===== src/inc/adcc_cfg.svh =====
`ifndef ADCC_CFG_SVH
`define ADCC_CFG_SVH

// ----------------------------------------------------------------
// Register map (byte addresses)
// ----------------------------------------------------------------
`define ADCC_ADDR_W 5
`define ADCC_OFS_CTRL 5'h00
`define ADCC_OFS_STATUS 5'h04
`define ADCC_OFS_IRQ_STAT 5'h08
`define ADCC_OFS_IRQ_EN 5'h0C
`define ADCC_OFS_IRQ_CLR 5'h10

// ----------------------------------------------------------------
// Field layout and reset values
// ----------------------------------------------------------------
`define ADCC_CTRL_W 9
`define ADCC_CTRL_RST 9'h000
`define ADCC_IRQ_W 2
`define ADCC_IRQ_RST 2'h0
`define ADCC_EV_DONE 0
`define ADCC_EV_REFUSED 1

// ----------------------------------------------------------------
// Timing
// ----------------------------------------------------------------
`define ADCC_CLK_MHZ 40
`define ADCC_CONV_EDGES 37
`define ADCC_INT_CONV_NS 1260
`define ADCC_INT_CONV_CYC ((`ADCC_INT_CONV_NS * `ADCC_CLK_MHZ) / 1000)
`define ADCC_EXT_MIN_NS 925
`define ADCC_EXT_MIN_CYC ((`ADCC_EXT_MIN_NS * `ADCC_CLK_MHZ + 999) / 1000)

`endif


===== src/inc/adcc_pkg.sv =====
package adcc_pkg;

  typedef enum logic [1:0] {
    ADCC_IDLE = 2'b00,
    ADCC_HELD = 2'b01,
    ADCC_CONV = 2'b10,
    ADCC_LOAD = 2'b11
  } adcc_pair_state_t;

  typedef struct packed {
    logic [2:0] span_wide;
    logic ref_level_bit;
    logic clock_source_bit;
    logic flag_polarity_bit;
    logic done_mode;
    logic seq_mode;
    logic sw_mode;
  } adcc_ctrl_t;

  typedef struct packed {
    logic refused;
    logic done;
  } adcc_irq_t;

endpackage


===== src/rtl/adcc_conv_ctrl.sv =====
// Local design decisions: the Avalon-MM slave port and the register offsets.
`timescale 1ns/1ps
`include "adcc_cfg.svh"
module adcc_conv_ctrl
  import adcc_pkg::*;
#(
  parameter int PAIRS = 3,
  parameter int RESULT_W = 16,
  parameter int CONV_EDGES = `ADCC_CONV_EDGES,
  parameter int INT_CONV_CYC = `ADCC_INT_CONV_CYC,
  parameter int EXT_MIN_CYC = `ADCC_EXT_MIN_CYC
) (
  input wire logic clock,
  input wire logic rst,
  input wire logic [`ADCC_ADDR_W-1:0] address,
  input wire logic read,
  input wire logic write,
  input wire logic [31:0] writedata,
  input wire logic [3:0] byteenable,
  output logic [31:0] readdata,
  output logic waitrequest,
  input wire logic [PAIRS-1:0] pair_sample_start,
  input wire logic external_conv_clock,
  input wire logic range_pin,
  output logic [PAIRS-1:0] pair_hold,
  output logic [PAIRS-1:0] pair_load,
  output logic [PAIRS-1:0] pair_span_wide,
  output logic ref_level_out,
  output logic ext_clock_selected,
  output logic busy_flag_out,
  output logic irq
);

  localparam int CW = $clog2(INT_CONV_CYC + CONV_EDGES + 1);
  localparam int EW = $clog2(CONV_EDGES + 1);
  localparam int XW = $clog2(EXT_MIN_CYC + 1);
  localparam logic [CW-1:0] ACC_STEP = CW'(CONV_EDGES);
  localparam logic [CW-1:0] ACC_WRAP = CW'(INT_CONV_CYC);
  localparam logic [EW-1:0] EDGE_LAST = EW'(CONV_EDGES);
  localparam logic [XW-1:0] EXT_MIN = XW'(EXT_MIN_CYC);

  // ----------------------------------------------------------------
  // Avalon-MM slave
  // ----------------------------------------------------------------
  adcc_ctrl_t ctrl_q;
  adcc_irq_t irq_stat_q;
  adcc_irq_t irq_en_q;
  logic wait_q;
  logic acc_wr;
  logic [31:0] be_mask;
  logic [31:0] rd_d;
  logic range_q;
  logic busy_q;
  logic done_q;
  adcc_pair_state_t st_q [PAIRS];

  assign acc_wr = write & ~wait_q;
  assign be_mask = {{8{byteenable[3]}}, {8{byteenable[2]}},
                    {8{byteenable[1]}}, {8{byteenable[0]}}};

  // The slave inserts one wait state, then answers for exactly one cycle.
  always_ff @(posedge clock) begin
    if (rst) begin
      wait_q <= 1'b1;
    end else begin
      wait_q <= ~((read | write) & wait_q);
    end
  end

  always_ff @(posedge clock) begin
    if (rst) begin
      ctrl_q <= `ADCC_CTRL_RST;
    end else if (acc_wr && address == `ADCC_OFS_CTRL) begin
      ctrl_q <= (ctrl_q & ~be_mask[`ADCC_CTRL_W-1:0]) |
                (writedata[`ADCC_CTRL_W-1:0] & be_mask[`ADCC_CTRL_W-1:0]);
    end
  end

  always_ff @(posedge clock) begin
    if (rst) begin
      irq_en_q <= `ADCC_IRQ_RST;
    end else if (acc_wr && address == `ADCC_OFS_IRQ_EN && byteenable[0]) begin
      irq_en_q <= writedata[`ADCC_IRQ_W-1:0];
    end
  end

  always_comb begin
    rd_d = 32'h0000_0000;
    unique case (address)
      `ADCC_OFS_CTRL: rd_d[`ADCC_CTRL_W-1:0] = ctrl_q;
      `ADCC_OFS_STATUS: rd_d[PAIRS+2:0] = {range_q, done_q, busy_q, pair_hold};
      `ADCC_OFS_IRQ_STAT: rd_d[`ADCC_IRQ_W-1:0] = irq_stat_q;
      `ADCC_OFS_IRQ_EN: rd_d[`ADCC_IRQ_W-1:0] = irq_en_q;
      default: rd_d = 32'h0000_0000;
    endcase
  end

  always_ff @(posedge clock) begin
    if (rst) begin
      readdata <= 32'h0000_0000;
    end else if (read && wait_q) begin
      readdata <= rd_d;
    end
  end

  assign waitrequest = wait_q;

  // ----------------------------------------------------------------
  // Mode decode
  // ----------------------------------------------------------------
  logic use_ext;
  logic sw_all;

  assign use_ext = ctrl_q.sw_mode & ctrl_q.clock_source_bit;
  assign sw_all = ctrl_q.sw_mode & ~ctrl_q.seq_mode;

  always_ff @(posedge clock) begin
    if (rst) begin
      ext_clock_selected <= 1'b0;
      ref_level_out <= 1'b0;
    end else begin
      ext_clock_selected <= use_ext;
      ref_level_out <= ctrl_q.ref_level_bit;
    end
  end

  // Span: high selects plus/minus four times the reference.
  always_ff @(posedge clock) begin
    if (rst) begin
      pair_span_wide <= '0;
    end else if (ctrl_q.sw_mode) begin
      pair_span_wide <= ctrl_q.span_wide[PAIRS-1:0];
    end else begin
      pair_span_wide <= {PAIRS{range_q}};
    end
  end

  // ----------------------------------------------------------------
  // Conversion clock edges
  // ----------------------------------------------------------------
  logic [CW-1:0] acc_q;
  logic [CW-1:0] acc_sum;
  logic int_tick_q;
  logic ext_q;
  logic ext_prev_q;
  logic conv_tick;

  // Internal clock: 37 half-period edges spread over a 50-cycle window (1.25 us at 40 MHz).
  assign acc_sum = acc_q + ACC_STEP;

  always_ff @(posedge clock) begin
    if (rst) begin
      acc_q <= '0;
      int_tick_q <= 1'b0;
    end else if (acc_sum >= ACC_WRAP) begin
      acc_q <= acc_sum - ACC_WRAP;
      int_tick_q <= 1'b1;
    end else begin
      acc_q <= acc_sum;
      int_tick_q <= 1'b0;
    end
  end

  // Both edges of the external clock count; a clock parked low gives no edges.
  always_ff @(posedge clock) begin
    if (rst) begin
      ext_q <= 1'b0;
      ext_prev_q <= 1'b0;
    end else begin
      ext_q <= external_conv_clock;
      ext_prev_q <= ext_q;
    end
  end

  assign conv_tick = use_ext ? (ext_q ^ ext_prev_q) : int_tick_q;

  // ----------------------------------------------------------------
  // Sample start detection
  // ----------------------------------------------------------------
  logic [PAIRS-1:0] start_prev_q;
  logic [PAIRS-1:0] start_rise;
  logic [PAIRS-1:0] trig;
  logic [PAIRS-1:0] accept;
  logic [PAIRS-1:0] refuse;
  logic [PAIRS-1:0] idle;
  logic [PAIRS-1:0] loading;

  always_ff @(posedge clock) begin
    if (rst) begin
      start_prev_q <= '0;
    end else begin
      start_prev_q <= pair_sample_start;
    end
  end

  assign start_rise = pair_sample_start & ~start_prev_q;
  assign trig = sw_all ? {PAIRS{start_rise[0]}} : start_rise;
  assign accept = trig & idle;
  assign refuse = trig & ~idle;

  // ----------------------------------------------------------------
  // Per-pair conversion sequencers
  // ----------------------------------------------------------------
  for (genvar i = 0; i < PAIRS; i++) begin : g_pair
    logic [EW-1:0] edges_q;
    logic [XW-1:0] elapsed_q;
    logic min_met;

    assign idle[i] = (st_q[i] == ADCC_IDLE);
    assign loading[i] = (st_q[i] == ADCC_LOAD);
    assign min_met = ~use_ext | (elapsed_q >= EXT_MIN);

    // Both inputs of the pair share this sequencer, so they convert in step.
    always_ff @(posedge clock) begin
      if (rst) begin
        st_q[i] <= ADCC_IDLE;
      end else begin
        unique case (st_q[i])
          ADCC_IDLE: begin
            if (accept[i]) begin
              st_q[i] <= ADCC_HELD;
            end
          end
          ADCC_HELD: begin
            if (conv_tick) begin
              st_q[i] <= ADCC_CONV;
            end
          end
          ADCC_CONV: begin
            if (edges_q == EDGE_LAST && min_met) begin
              st_q[i] <= ADCC_LOAD;
            end
          end
          ADCC_LOAD: begin
            st_q[i] <= ADCC_IDLE;
          end
        endcase
      end
    end

    always_ff @(posedge clock) begin
      if (rst) begin
        edges_q <= '0;
      end else if (st_q[i] != ADCC_CONV) begin
        edges_q <= '0;
      end else if (conv_tick && edges_q != EDGE_LAST) begin
        edges_q <= edges_q + EW'(1);
      end
    end

    always_ff @(posedge clock) begin
      if (rst) begin
        elapsed_q <= '0;
      end else if (st_q[i] == ADCC_IDLE) begin
        elapsed_q <= '0;
      end else if (elapsed_q != EXT_MIN) begin
        elapsed_q <= elapsed_q + XW'(1);
      end
    end

    always_ff @(posedge clock) begin
      if (rst) begin
        pair_hold[i] <= 1'b0;
        pair_load[i] <= 1'b0;
      end else begin
        pair_hold[i] <= (st_q[i] == ADCC_HELD) || (st_q[i] == ADCC_CONV) || accept[i];
        pair_load[i] <= (st_q[i] == ADCC_CONV) && edges_q == EDGE_LAST && min_met;
      end
    end
  end

  // ----------------------------------------------------------------
  // Busy and conversion-done
  // ----------------------------------------------------------------
  logic busy_d;
  logic done_d;
  logic last_load;

  // Last load: every pair still active is in its load cycle and no start is accepted in that cycle.
  assign last_load = (|loading) && ((~idle & ~loading) == '0) && accept == '0;

  always_comb begin
    busy_d = busy_q;
    if (|accept) begin
      busy_d = 1'b1;
    end else if (last_load) begin
      busy_d = 1'b0;
    end else if (ctrl_q.seq_mode && |loading) begin
      busy_d = 1'b0;
    end else if (|(~idle)) begin
      busy_d = 1'b1;
    end
  end

  // Done stays up across data reads and falls only at the next accepted start.
  always_comb begin
    done_d = done_q;
    if (last_load) begin
      done_d = 1'b1;
    end else if (|accept) begin
      done_d = 1'b0;
    end
  end

  always_ff @(posedge clock) begin
    if (rst) begin
      busy_q <= 1'b0;
      done_q <= 1'b0;
    end else begin
      busy_q <= busy_d;
      done_q <= done_d;
    end
  end

  always_ff @(posedge clock) begin
    if (rst) begin
      busy_flag_out <= 1'b0;
    end else begin
      busy_flag_out <= (ctrl_q.done_mode ? done_d : busy_d) ^ ctrl_q.flag_polarity_bit;
    end
  end

  // Range pin is caught as busy falls, only with normal flag polarity.
  always_ff @(posedge clock) begin
    if (rst) begin
      range_q <= 1'b0;
    end else if (busy_q && !busy_d && !ctrl_q.flag_polarity_bit) begin
      range_q <= range_pin;
    end
  end

  // ----------------------------------------------------------------
  // Interrupts
  // ----------------------------------------------------------------
  adcc_irq_t ev;
  adcc_irq_t clr;

  assign ev.done = last_load;
  assign ev.refused = |refuse;
  assign clr = (acc_wr && address == `ADCC_OFS_IRQ_CLR && byteenable[0]) ?
               adcc_irq_t'(writedata[`ADCC_IRQ_W-1:0]) : adcc_irq_t'(`ADCC_IRQ_RST);

  // A new event in the clearing cycle survives the clear.
  always_ff @(posedge clock) begin
    if (rst) begin
      irq_stat_q <= `ADCC_IRQ_RST;
    end else begin
      irq_stat_q <= (irq_stat_q & ~clr) | ev;
    end
  end

  always_ff @(posedge clock) begin
    if (rst) begin
      irq <= 1'b0;
    end else begin
      irq <= |(((irq_stat_q & ~clr) | ev) & irq_en_q);
    end
  end

endmodule // adcc_conv_ctrl


===== config.mk =====
export PLATFORM = sky130hd
export DESIGN_NAME = adcc_conv_ctrl
export DESIGN_NICKNAME = d
export VERILOG_FILES = /design/src/inc/adcc_pkg.sv /design/src/rtl/adcc_conv_ctrl.sv
export VERILOG_INCLUDE_DIRS = /design/src /design/src/inc
export SDC_FILE = /design/constraint.sdc
export NUM_CORES = 1
export LEC_CHECK = 0
export ABC_CLOCK_PERIOD_IN_PS = 2600
export BUFFER_PORTS_ARGS = -buffer_cell sky130_fd_sc_hd__buf_4
export CAP_MARGIN = 20
export CORE_MARGIN = 2
export CORE_UTILIZATION = 45
export CTS_BUF_LIST = sky130_fd_sc_hd__clkbuf_8
export DETAILED_ROUTE_END_ITERATION = 7
export PLACE_DENSITY_LB_ADDON = 0.25
export SYNTH_ARGS = -nofsm -noshare
export SYNTH_HDL_FRONTEND = slang
export SYNTH_SLANG_ARGS = --single-unit

===== constraint.sdc =====
create_clock -name clock -period 2.6 [get_ports clock]
set_input_delay 0 -clock clock [delete_from_list [all_inputs] [get_ports clock]]
set_output_delay 0 -clock clock [all_outputs]
set_load 0.05 [all_outputs]

==> impl_metrics.ini <==
[outcome]
outcome = finished, final reports clean

[cts]
clock_path_buffers = 2
clk_latency_ps = 370
clk_root_buffer_cell = clkbuf_8
cts-htree-levels = 3
cts_setup_buffers = 0
cts_tree = yes
ctsHoldBuffers = 17
clkTransAtPathRegs_ps = 100
cts_sinks = 94
numCtsBuffers = 9
cts_resized = 0

[pwr]
p_sw_share_pct = 35.2
clkPwrFrac_pct = 25.6
peakVddDrop_uv = 414
p_int_w = 0.00234
switching_power_w = 0.00127
combPwrFrac_pct = 28.4
seqPwrFrac_pct = 46.0
p_total_w = 0.00361
p_per_area_nw_per_um2 = 675
p_leak_nw = 2.16

[drt]
ant_nets = 0
vias = 3538
drt_pre_antenna_iters = 4
wire_per_inst_um = 12.5
finalWirelength_um = 8970
viasPerCell = 4.94
drt_iter0_drc = 127
drc_errors = 0

[logic_synthesis]
synth_area_leaders = dfxtp_1, ha_1, nor2_1
synth_flop_cell = dfxtp_1
netlist_area_um2 = 4610
avgSynthCellArea_um2 = 8.91
yosys.area.top_type = dfxtp_1
seq_area_frac_synth_pct = 42.2
netlist_instances = 517
ys_async_sr_fraction_pct = 0
ys.warnings.count = 0
synth-edff-count = 6
synth_top_area_share_pct = 38.2
synth_seq_cells = 94
ys_types = 56

[die]
die_x_um = 105
rows = 36
start_util_pct = 46.7
coreArea_um2 = 9860
ios = 96
die_y_um = 105
die-area_um2 = 11100

[grt]
antenna_found_initial = 0
grt_pass1_wl_um = 15400
grt_pass1_vias = 3328
overflow = 0
grt_usage_pct = 16.9
grt_max_degree = 56

[setup_path]
startpoint = st_q[0][0]
cp_common_cell = a21oi_1
reg2reg_from = st_q[0][0]
path_class = register to register
crit_slowest_cell = nor4_1
r2r_cells = 7
worst_setup_path_start_kind = register
r2r-end = busy_flag_out
crit_arrival_ps = 2470
crit_buf_inv = 1
path_depth = 7
critPathMaxStageDelay_ps = 530
worstPathMaxFanout = 3
path_delay_family = simple AND/OR/NAND/NOR gates
rrSetupSlack_ps = 390
critical_path.endpoint = busy_flag_out
cp.required_ps = 2870
endpoint_kind = register
worstPathCellList = inv_1 > ha_1 > nor4_1 > nand3b_1 > a21oi_1 > a21oi_1 > mux2_4

[hold_path]
hold_path.class = input pin to register
hp-start = rst
holdPathStages = 4

[sta]
min_period_over_period_pct = 84.8
tightestPinTransition_ps = 564
tns_ps = 0
fmax_ghz = 0.453
drv_slew = 0
finalHoldViolations = 0
skew_ps = 16.5
min_period_ps = 2210
finalSetupViolCount = 0
layout_setup_ws_ps = 395
rsz0062_at_grt = no
slew_headroom_pct = 62.1

[final_layout]
nFillCells = 926
antenna_cells = 0
multi_input_area_um2 = 2410
drive_gt1_share_pct = 14.6
finish.instance_area_um2 = 5340
area_growth_pct = 16.0
register_area_um2 = 1940
fin_util_pct = 54.2
fin_nets = 658

[placement]
gp_congestion = 0.792
port_buffers = 47
placed_cell_area_um2 = 4990
place_ws_ps = 408
dp_hpwl_um = 6450

[job]
maxCapViolCount = 0
[stage by stage]
step / hold WS (ps) / instances
CTS: 75.9 / 716
floorplan: 116 / 539
global route: 120 / 716
finish: 93.8 / 716
detailed placement: 228 / 683
global placement: 224 / 683
[routing by layer]
metal / vias to the layer above / part of all wire, % / GRT usage, %
li1: 1822 / - / -
met1: 1617 / 48 / 22.4
met2: 86 / 46 / 27.7
met3: 13 / 4.3 / 2.68
met4: 0 / 1.6 / 6.48
met5: - / 0 / 0
[layout make-up]
cell class / instances / area share (%)
inverter: 22 / 1.55
tap: 133 / 3.11
multi-input combinational: 382 / 45.0
timing repair buffer: 69 / 10.5
clock buffer: 9 / 2.32
sequential: 94 / 36.3
clock inverter: 7 / 1.15
[placed cells by master (no fill, tap or decap), types with 2 or more instances in the layout]
cell type	n
and2_0	3
a221oi_1	4
xor2_1	20
nand4b_1	3
nor2b_1	12
mux4_2	2
edfxtp_1	6
a2bb2oi_1	2
inv_6	4
clkbuf_8	9
or2_2	3
dlygate4sd3_1	17
nor2_1	76
nand3_1	22
and3_1	6
inv_1	21
dfxtp_1	88
conb_1	23
mux2i_1	4
xnor2_1	17
nor3_1	11
mux2_2	2
ha_1	30
o21ai_0	5
nand4_1	12
nor4_1	2
and2_1	6
a211oi_1	5
o21ai_1	2
a21oi_1	34
clkinvlp_4	2
a22oi_1	3
o21a_1	3
and3b_1	2
nand2b_1	5
nand2_1	44
buf_4	52
or3_1	2
[cells by family (layout without fill, tap and decap cells)]
logic type / Yosys count / count (layout) / share of synthesized area, %
buf+inv: 63 / 107 / 7.39
simple gates: 217 / 217 / 23.0
fa+ha+maj: 30 / 30 / 8.15
compound gates: 66 / 66 / 9.53
xor+xnor: 37 / 37 / 7.03
mux: 9 / 9 / 2.66
other cells: 1 / 23 / 0.0814
flops: 94 / 94 / 42.2
[sequential cells by signal (all words and copies together), names as in the netlist, 2 cells and up, named ones only]
register	flops
acc_q	7
g_pair.edges_q	18
g_pair.elapsed_q	18
irq_en_q	2
irq_stat_q	2
pair_hold	3
pair_load	3
pair_span_wide	3
readdata	9
st_q	6
start_prev_q	3
[how the worst min path moves through the flow]
stage	slack, ps	end
2_1_floorplan	120	waitrequest
3_3_place_gp	220	waitrequest
6_report	90	g_pair[0].edges_q[2]
4_1_cts	80	g_pair[0].edges_q[2]
3_5_place_dp	230	waitrequest
5_1_grt	120	done_q
[power by group through the flow]
stage | combinational, W | clock [W] | sequential (W)
2_1_floorplan | 0.000780 | 0 | 0.00173
3_3_place_gp | 0.000981 | 0 | 0.00168
3_5_place_dp | 0.00100 | 0 | 0.00169
4_1_cts | 0.00103 | 0.000957 | 0.00166
5_1_grt | 0.00114 | 0.00103 | 0.00167
6_report | 0.00103 | 0.000923 | 0.00166
[worst min-delay path, cell delays in order]
cell and delay [ps]:
buf_4 80, clkinv_1 60, nand2_1 210, nor2_1 70
[Yosys cell counts (all sizes together), types with 2 or more instances]
master,n
edfxtp,6
mux2i,4
or2,3
a22oi,3
and2,9
o21ai,8
o21a,3
xor2,20
inv,21
a211oi,5
xnor2,17
buf,32
nor2,76
nand2b,5
mux2,3
nor3,12
a221oi,5
ha,30
clkbuf,9
or3,2
mux4,2
nand2,44
a2bb2oi,2
nand4,12
a21oi,36
nand4b,3
dfxtp,88
nor4,3
nor3b,2
and3,6
nor2b,12
nand3,22
and3b,2
No activity file was read; power rests on OpenSTA's default activity.
